## src/inc/homing_supervisor_defs.vh

```
// Constants for the homing position supervisor
`ifndef HOMING_SUPERVISOR_DEFS_VH
`define HOMING_SUPERVISOR_DEFS_VH

// ****************************************************************
// Parameter object indices
// ****************************************************************
`define IDX_FOLLOWING_ERROR_WINDOW  16'h6065
`define IDX_FOLLOWING_ERROR_TIMEOUT 16'h6066
`define IDX_HOME_OFFSET_DISTANCE    16'h607C
`define IDX_MAX_PROFILE_VELOCITY    16'h607F
`define IDX_POSITION_CALC_METHOD    16'h60E6

// ****************************************************************
// Reset values
// ****************************************************************
`define RST_FOLLOWING_ERROR_WINDOW  32'h0030_0000
`define RST_FOLLOWING_ERROR_TIMEOUT 16'h0000
`define RST_HOME_OFFSET_DISTANCE    32'h0000_0000
`define RST_MAX_PROFILE_VELOCITY    32'h0640_0000
`define RST_POSITION_CALC_METHOD    8'h00
`define WINDOW_CEILING              32'h7FFF_FFFF

// ****************************************************************
// Field positions and encodings
// ****************************************************************
`define STATUS_HOMED_BIT            15
`define CALC_ABSOLUTE               8'h00
`define CALC_RELATIVE               8'h01

// Operation mode codes
`define MODE_PROFILE_POSITION       8'h01
`define MODE_PROFILE_VELOCITY       8'h03
`define MODE_PROFILE_TORQUE         8'h04
`define MODE_HOMING                 8'h06
`define MODE_CYCLIC_POSITION        8'h08
`define MODE_CYCLIC_TORQUE          8'h0A

// ****************************************************************
// Timing
// ****************************************************************
`define CLK_PERIOD_NS               10
`define MS_NS                       1000000
// Cycles in one millisecond at the 10 ns clock, sized for the tick counter
`define CYCLES_PER_MS               17'h186A0

`endif

```

## src/hw/param_store.v

```verilog
// Parameter object store: writable registers with read data registered
`timescale 1ns/100ps
`include "homing_supervisor_defs.vh"

module param_store (
  input  wire        clk_i,
  input  wire        srst_i,
  input  wire        wr_en_i,
  input  wire [15:0] wr_index_i,
  input  wire [31:0] wr_data_i,
  input  wire        calc_lock_i,
  input  wire        rd_en_i,
  input  wire [15:0] rd_index_i,
  output reg  [31:0] rd_data_o,
  output reg         rd_hit_o,
  output reg  [31:0] fe_window_o,
  output reg  [15:0] fe_timeout_o,
  output reg  [31:0] home_offset_o,
  output reg  [31:0] max_velocity_o,
  output reg  [7:0]  calc_method_o
);

  // ****************************************************************
  // Writes
  // ****************************************************************
  always @(posedge clk_i) begin
    if (srst_i) begin
      fe_window_o    <= `RST_FOLLOWING_ERROR_WINDOW;
      fe_timeout_o   <= `RST_FOLLOWING_ERROR_TIMEOUT;
      home_offset_o  <= `RST_HOME_OFFSET_DISTANCE;
      max_velocity_o <= `RST_MAX_PROFILE_VELOCITY;
      calc_method_o  <= `RST_POSITION_CALC_METHOD;
    end else if (wr_en_i) begin
      case (wr_index_i)
        `IDX_FOLLOWING_ERROR_WINDOW: begin
          if (wr_data_i > `WINDOW_CEILING)
            fe_window_o <= `WINDOW_CEILING;
          else
            fe_window_o <= wr_data_i;
        end
        `IDX_FOLLOWING_ERROR_TIMEOUT: fe_timeout_o <= wr_data_i[15:0];
        `IDX_HOME_OFFSET_DISTANCE:    home_offset_o <= wr_data_i;
        `IDX_MAX_PROFILE_VELOCITY:    max_velocity_o <= wr_data_i;
        `IDX_POSITION_CALC_METHOD: begin
          if (!calc_lock_i)
            calc_method_o <= wr_data_i[7:0];
        end
        default: ;
      endcase
    end
  end

  // ****************************************************************
  // Registered read port
  // ****************************************************************
  always @(posedge clk_i) begin
    if (srst_i) begin
      rd_data_o <= 32'h0000_0000;
      rd_hit_o  <= 1'b0;
    end else begin
      rd_hit_o <= rd_en_i;
      case (rd_index_i)
        `IDX_FOLLOWING_ERROR_WINDOW:  rd_data_o <= fe_window_o;
        `IDX_FOLLOWING_ERROR_TIMEOUT: rd_data_o <= {16'h0000, fe_timeout_o};
        `IDX_HOME_OFFSET_DISTANCE:    rd_data_o <= home_offset_o;
        `IDX_MAX_PROFILE_VELOCITY:    rd_data_o <= max_velocity_o;
        `IDX_POSITION_CALC_METHOD:    rd_data_o <= {24'h000000, calc_method_o};
        default:                      rd_data_o <= 32'h0000_0000;
      endcase
    end
  end

endmodule // param_store

```

## src/hw/homing_position_supervisor.v

```verilog
// Homing position supervisor: position set, offset check, deviation, speed
`timescale 1ns/100ps
`include "homing_supervisor_defs.vh"

module homing_position_supervisor (
  input  wire        clk_i,
  input  wire        srst_i,
  input  wire        param_wr_i,
  input  wire [15:0] param_wr_index_i,
  input  wire [31:0] param_wr_data_i,
  input  wire        param_rd_i,
  input  wire [15:0] param_rd_index_i,
  input  wire [7:0]  op_mode_i,
  input  wire        homing_start_i,
  input  wire        homing_done_i,
  input  wire [31:0] position_feedback_i,
  input  wire [31:0] position_deviation_i,
  input  wire [31:0] sw_limit_min_i,
  input  wire [31:0] sw_limit_max_i,
  input  wire [31:0] motor_max_speed_i,
  input  wire [31:0] speed_command_i,
  input  wire        fault_clear_i,
  output reg  [31:0] param_rd_data_o,
  output reg         param_rd_valid_o,
  output reg  [31:0] position_actual_o,
  output reg  [15:0] status_word_o,
  output reg         homing_active_o,
  output reg  [31:0] speed_limited_o,
  output reg         improper_home_offset_fault_o,
  output reg         excessive_deviation_fault_o
);

  // ****************************************************************
  // Declarations
  // ****************************************************************
  localparam [1:0] ST_IDLE   = 2'd0;
  localparam [1:0] ST_HOMING = 2'd1;
  localparam [1:0] ST_HOMED  = 2'd2;

  localparam [16:0] MS_TICKS = `CYCLES_PER_MS;

  // Mode codes in which the profile velocity limit applies
  localparam [39:0] LIMIT_MODES = {`MODE_PROFILE_POSITION,
                                   `MODE_PROFILE_VELOCITY,
                                   `MODE_PROFILE_TORQUE,
                                   `MODE_HOMING,
                                   `MODE_CYCLIC_TORQUE};

  reg  [1:0]  state_reg;
  reg  [1:0]  state_next;
  reg  [16:0] tick_cnt_reg;
  reg         ms_tick_reg;
  reg  [16:0] ms_cnt_reg;
  reg         homed_reg;
  reg  [31:0] offset_pos_reg;
  reg         dev_over_reg;

  // Parameter values held by the store
  wire [31:0] fe_window;
  wire [15:0] fe_timeout;
  wire [31:0] home_offset;
  wire [31:0] max_velocity;
  wire [7:0]  calc_method;
  wire [31:0] rd_data;
  wire        rd_hit;
  wire        calc_lock;
  wire [31:0] dev_mag;
  wire        dev_over;
  wire        offset_bad;
  wire        limit_mode;
  wire [31:0] eff_limit;
  wire [31:0] speed_mag;
  wire        speed_neg;
  wire [31:0] pos_next;
  wire [31:0] neg_limit;
  wire [4:0]  mode_hit;
  wire        start_taken;
  wire        done_taken;

  genvar      gi;

  // ****************************************************************
  // Parameter store
  // ****************************************************************
  param_store param_store_i (
    .clk_i          (clk_i),
    .srst_i         (srst_i),
    .wr_en_i        (param_wr_i),
    .wr_index_i     (param_wr_index_i),
    .wr_data_i      (param_wr_data_i),
    .calc_lock_i    (calc_lock),
    .rd_en_i        (param_rd_i),
    .rd_index_i     (param_rd_index_i),
    .rd_data_o      (rd_data),
    .rd_hit_o       (rd_hit),
    .fe_window_o    (fe_window),
    .fe_timeout_o   (fe_timeout),
    .home_offset_o  (home_offset),
    .max_velocity_o (max_velocity),
    .calc_method_o  (calc_method)
  );

  // Selector is locked from the trigger until the end of homing
  assign calc_lock = (state_reg == ST_HOMING) | homing_start_i;

  // ****************************************************************
  // Homing events
  // ****************************************************************
  // Trigger taken from idle or homed; done only counts while homing
  assign start_taken = homing_start_i & (state_reg != ST_HOMING);
  assign done_taken  = homing_done_i & (state_reg == ST_HOMING);

  // ****************************************************************
  // Homing sequence state
  // ****************************************************************
  always @* begin
    state_next = state_reg;
    case (state_reg)
      ST_IDLE: begin
        // Waits for the first trigger after reset
        if (start_taken)
          state_next = ST_HOMING;
      end
      ST_HOMING: begin
        // Method sequence runs outside; only its end is seen here
        if (done_taken)
          state_next = ST_HOMED;
      end
      ST_HOMED: begin
        // A new trigger starts another run and drops the homed flag
        if (start_taken)
          state_next = ST_HOMING;
      end
      default:   state_next = ST_IDLE;
    endcase
  end

  // Actual position formula by method
  assign pos_next = (calc_method == `CALC_RELATIVE) ?
                    position_feedback_i + home_offset : home_offset;

  // State, homed flag and the position latched at the end of homing
  always @(posedge clk_i) begin
    if (srst_i) begin
      state_reg       <= ST_IDLE;
      homed_reg       <= 1'b0;
      offset_pos_reg  <= 32'h0000_0000;
      homing_active_o <= 1'b0;
    end else begin
      state_reg       <= state_next;
      homing_active_o <= (state_next == ST_HOMING);
      if (done_taken) begin
        homed_reg      <= 1'b1;
        offset_pos_reg <= pos_next;
      end else if (start_taken) begin
        homed_reg <= 1'b0;
      end
    end
  end

  // ****************************************************************
  // Reported position and status
  // ****************************************************************
  // Bit 15 mirrors the homed flag one cycle later
  always @(posedge clk_i) begin
    if (srst_i) begin
      position_actual_o <= 32'h0000_0000;
      status_word_o     <= 16'h0000;
    end else begin
      status_word_o                  <= 16'h0000;
      status_word_o[`STATUS_HOMED_BIT] <= homed_reg;
      // Offset-based position only once homed flag is up
      if (homed_reg && status_word_o[`STATUS_HOMED_BIT])
        position_actual_o <= offset_pos_reg;
      else
        position_actual_o <= position_feedback_i;
    end
  end

  // ****************************************************************
  // Home offset range check against software limits
  // ****************************************************************
  // Signed compare; passing either limit is a violation
  assign offset_bad = ($signed(home_offset) < $signed(sw_limit_min_i)) |
                      ($signed(home_offset) > $signed(sw_limit_max_i));

  // Sticky fault; a standing violation beats the clear
  always @(posedge clk_i) begin
    if (srst_i)
      improper_home_offset_fault_o <= 1'b0;
    else if (offset_bad)
      improper_home_offset_fault_o <= 1'b1;
    else if (fault_clear_i)
      improper_home_offset_fault_o <= 1'b0;
  end

  // ****************************************************************
  // Following error watchdog
  // ****************************************************************
  assign dev_mag  = position_deviation_i[31] ?
                    (~position_deviation_i + 32'h0000_0001) :
                    position_deviation_i;
  assign dev_over = dev_mag > fe_window;

  // Compare registered to keep subtract and compare off the counter
  // paths; adds one cycle to the persistence time
  always @(posedge clk_i) begin
    if (srst_i)
      dev_over_reg <= 1'b0;
    else
      dev_over_reg <= dev_over;
  end

  // Millisecond tick generator
  always @(posedge clk_i) begin
    if (srst_i || !dev_over_reg) begin
      tick_cnt_reg <= 17'h00000;
      ms_tick_reg  <= 1'b0;
    end else if (tick_cnt_reg == MS_TICKS - 17'h00001) begin
      tick_cnt_reg <= 17'h00000;
      ms_tick_reg  <= 1'b1;
    end else begin
      tick_cnt_reg <= tick_cnt_reg + 17'h00001;
      ms_tick_reg  <= 1'b0;
    end
  end

  // Elapsed milliseconds of continuous excess deviation
  always @(posedge clk_i) begin
    if (srst_i || !dev_over_reg)
      ms_cnt_reg <= 17'h00000;
    else if (ms_tick_reg && ms_cnt_reg <= {1'b0, fe_timeout})
      ms_cnt_reg <= ms_cnt_reg + 17'h00001;
  end

  // Fault sets when persistence passes the timeout
  always @(posedge clk_i) begin
    if (srst_i)
      excessive_deviation_fault_o <= 1'b0;
    else if (dev_over_reg && ms_cnt_reg > {1'b0, fe_timeout})
      excessive_deviation_fault_o <= 1'b1;
    else if (fault_clear_i)
      excessive_deviation_fault_o <= 1'b0;
  end

  // ****************************************************************
  // Speed limit
  // ****************************************************************
  // One comparator per listed mode code
  generate
    for (gi = 0; gi < 5; gi = gi + 1) begin : g_mode
      assign mode_hit[gi] = (op_mode_i == LIMIT_MODES[8*gi +: 8]);
    end
  endgenerate

  // A homing run is limited whatever mode code stands beside it
  assign limit_mode = (|mode_hit) | homing_active_o;
  assign eff_limit  = (max_velocity > motor_max_speed_i) ?
                      motor_max_speed_i : max_velocity;

  // Sign and magnitude of the command, and the negated limit
  assign speed_neg  = speed_command_i[31];
  assign speed_mag  = speed_neg ? (~speed_command_i + 32'h0000_0001) :
                      speed_command_i;
  assign neg_limit  = ~eff_limit + 32'h0000_0001;

  // Clamp magnitude in both directions
  always @(posedge clk_i) begin
    if (srst_i)
      speed_limited_o <= 32'h0000_0000;
    else if (limit_mode && speed_mag > eff_limit)
      speed_limited_o <= speed_neg ? neg_limit : eff_limit;
    else
      speed_limited_o <= speed_command_i;
  end

  // ****************************************************************
  // Parameter read answer
  // ****************************************************************
  // Second stage of the read pipeline
  always @(posedge clk_i) begin
    if (srst_i) begin
      param_rd_data_o  <= 32'h0000_0000;
      param_rd_valid_o <= 1'b0;
    end else begin
      param_rd_data_o  <= rd_data;
      param_rd_valid_o <= rd_hit;
    end
  end

endmodule // homing_position_supervisor

```

## config.mk

```make
export PLATFORM = sky130hd
export DESIGN_NAME = homing_position_supervisor
export DESIGN_NICKNAME = d
export VERILOG_FILES = /design/src/hw/param_store.v /design/src/hw/homing_position_supervisor.v
export VERILOG_INCLUDE_DIRS = /design/src /design/src/inc
export SDC_FILE = /design/constraint.sdc
export NUM_CORES = 1
export LEC_CHECK = 0
export ABC_AREA = 1
export ABC_CLOCK_PERIOD_IN_PS = 6700
export CAP_MARGIN = 20
export CORE_ASPECT_RATIO = 0.5
export CORE_MARGIN = 8
export CORE_UTILIZATION = 40
export CTS_CLUSTER_SIZE = 8
export DETAILED_ROUTE_END_ITERATION = 16
export DONT_BUFFER_PORTS = 1
export GPL_TIMING_DRIVEN = 0
export PLACE_DENSITY = 0.61
export SYNTH_ARGS = -nofsm -noshare
export SYNTH_HDL_FRONTEND = slang
export SYNTH_SLANG_ARGS = --single-unit
```

## constraint.sdc

```tcl
create_clock -name clk_i -period 6.7 [get_ports clk_i]
set_clock_uncertainty 0.15 [all_clocks]
set_input_delay 1.34 -clock clk_i [delete_from_list [all_inputs] [get_ports clk_i]]
set_output_delay 1.34 -clock clk_i [all_outputs]
set_load 0.05 [all_outputs]
```

==> flow_summary.yaml <==
run_status:
  status: "completed"
final_layout:
  drive_gt1_frac: 0.0553
  fillCellCount: 5584
  multiInputGateArea_um2: 12800
  final_nets: 3679
  area_growth_pct: 10.0
  seq_area_um2: 6510
  stdcell_area_um2: 23800
run:
  maxCapViolations: 0
clocking:
  htreeDepth: 2
  root_buffer: "clkbuf_16"
  cts_buffers: 46
  cts_resized: 0
  clockBufferDepth: 3
  post_cts_buffers: 0
  cts_sinks: 325
  cts_tree: "done"
  clkTransAtPathRegs_ns: 0.05
  clk_latency_ns: 0.58
  hold_buffers: 0
floorplanning:
  io-pin-count: 387
  dieArea_um2: 62300
  start_util: 0.404
  die_w_um: 345
  die_h_um: 181
  core_um2: 53600
  row_count: 60
synthesis:
  async_reset_ff_frac: 0
  synth_ff_type: "dfxtp_1"
  synth-seq-area-share: 0.300
  yosys_warnings: 0
  synth_top_area_share: 0.300
  synth-seq-cells: 325
  yosysMostFrequentCell: "nand2_1"
  yosys.area.top_type: "dfxtp_1"
  netlist_top_cells_area: "dfxtp_1, ha_1, nand2_1"
  synth_cell_types: 61
  syn_area_per_cell_um2: 6.91
  netlist_area_um2: 21700
  synth_edf_count: 0
  syn_inst: 3134
  synth_common_cells: "nand2_1, inv_1, nor2_1"
timing:
  setup_viol: 0
  drv_slew: 0
  relSlewSlack: 0.308
  final.min_clock_period_ns: 6.14
  timing.fmax_mhz: 163
  grt_setup_unrepaired: "no"
  hold_violations: 0
  finalSetupTns_ns: 0
  worst_slack_ns: 0.562
  whs_ns: 0.246
  worst_slew_pin_slew_ns: 1.03
  finalCritPeriodShare: 0.916
grt:
  grt_pass1_wl_um: 122000
  grt_use_total: 0.252
  use_met2: 0.402
  busiest_layer: "met2"
  grt_pass1_vias: 20000
  grtUsageMet3: 0.0590
  antenna_found_initial: 3
  grt_overflow_total: 0
  grtUsageMet1: 0.341
  grt_max_degree: 14
routing:
  vias_per_cell: 5.49
  final_antenna_net_count: 0
  drc_errors: 0
  via_count: 21500
  drt_wl_total_um: 83000
  wl_per_cell_um: 21.2
  firstDrtPassIters: 7
  drt_iter0_drc: 2285
place:
  hpwl_um: 69100
  gp_congestion: 0.953
  place_area_um2: 22600
  numPortBuffers: 0
  dp_slack_ns: 0.235
worst_setup_path:
  critPathLaunchType: "primary input"
  crit_path_end_kind: "flop"
  path_cells: "inv_1, nand3_1, nor3_1, nand4_1, nor3_1, nand4_1, inv_1, nand2_1, nor3_1, inv_1, nor2_1, a31oi_1, xor2_1, ha_1, a21oi_1, o21ai_0, a221oi_1, a21oi_1, a211oi_1, nand2_1, nand2_1, clkbuf_1, o21ai_0, nor2_1"
  crit_required_ns: 7.06
  crit_type: "in2reg"
  cp.arrival_ns: 6.50
  worst_path_largest_cell_delay_ns: 0.63
  critPathSlowestCell: "a211oi_1"
  cp_max_fo: 10
pwr:
  ir_drop_v: 0.000158
  leakage_nw: 10.7
  power.density_nw_per_um2: 200
  power_mw: 4.76
min_path:
  worstHoldPathType: "reg2reg"
report_power, final:
part	internal, mW	total (mW)	switching [mW]
clock network	1.21	2.12	0.906
logic	0.181	0.542	0.361
registers	1.97	2.10	0.124
layer usage:
| metal | part of all wire | vias up |
|---|---|---|
| li1 | - | 10500 |
| met1 | 0.44 | 9966 |
| met2 | 0.44 | 904 |
| met3 | 0.098 | 141 |
| met4 | 0.027 | 4 |
| met5 | 0.00025 | - |
layout by cell type, fill, tap and decap left out, types with 10 or more instances in the layout:
cell       Yosys  routed
clkbuf_1      93      93
dfxtp_1      325     325
a31oi_1       16      16
nand4_1       41      41
o22ai_1       35      35
clkbuf_16      0      46
buf_4         17      17
o21ai_1       15      15
xor2_1        75      75
nand3_1      117     117
a21oi_1      313     313
nor4_1        24      24
or2_2         11      11
xnor2_1       18      18
ha_1         210     210
buf_6         12      12
a211oi_1      38      38
inv_1        448     448
nor2_1       345     345
nand2_2       38      38
conb_1         1      15
a221oi_1      12      12
nand3_2       10      10
nor3_1        78      78
o21ai_0      204     204
o211ai_1      26      26
nand2_1      499     499
cell type report:
cell class | count | area share
Inverter | 458 | 0.0721
Clock inverter | 4 | 0.00268
Multi-Input combinational cell | 2232 | 0.537
Tap cell | 713 | 0.0374
Clock buffer | 46 | 0.0483
Timing Repair Buffer | 1 | 0.000210
Antenna cell | 1 | 0.000105
Sequential cell | 325 | 0.273
Buffer | 133 | 0.0288
cell families after synthesis:
logic type,Yosys count,synth area share
flip-flops,325,0.300
AND/OR/NAND/NOR,1205,0.245
XOR/XNOR,93,0.0376
AO/OA/AOI/OAI,708,0.184
other,1,0.000173
buffers and inverters,591,0.111
adder cells (fa/ha/maj),211,0.122
path summary, 6_finish.rpt:
kind                                                               startpoint                             to  slack [ns]  depth (start not counted)
worst max-delay path                                       speed_command_i[0]  speed_limited_o[1]$_SDFF_PP0_        0.56                         24
worst min-delay path                    param_store_i.rd_data_o[8]$_SDFF_PP0_  param_rd_data_o[8]$_SDFF_PP0_        0.25                          2
worst max register to register  param_store_i.max_velocity_o[23]$_SDFFE_PP0P_  speed_limited_o[1]$_SDFF_PP0_        1.74                         21
worst min register to register          param_store_i.rd_data_o[8]$_SDFF_PP0_  param_rd_data_o[8]$_SDFF_PP0_        0.25                          2
worst max-delay path: cells and delay by family:
kind,cells,cell delay [ns]
AO/OA/AOI/OAI,7,1.77
adder cells (fa/ha/maj),1,0.28
buffers and inverters,4,0.68
AND/OR/NAND/NOR,11,2.16
XOR/XNOR,1,0.23
stage by stage:
step           utilization  instances
5_1_grt              0.445       3913
2_1_floorplan            -       3148
3_5_place_dp         0.422       3862
4_1_cts              0.444       3912
6_report             0.445       3913
3_3_place_gp         0.422       3861
Power figures use the tool's default switching activity.
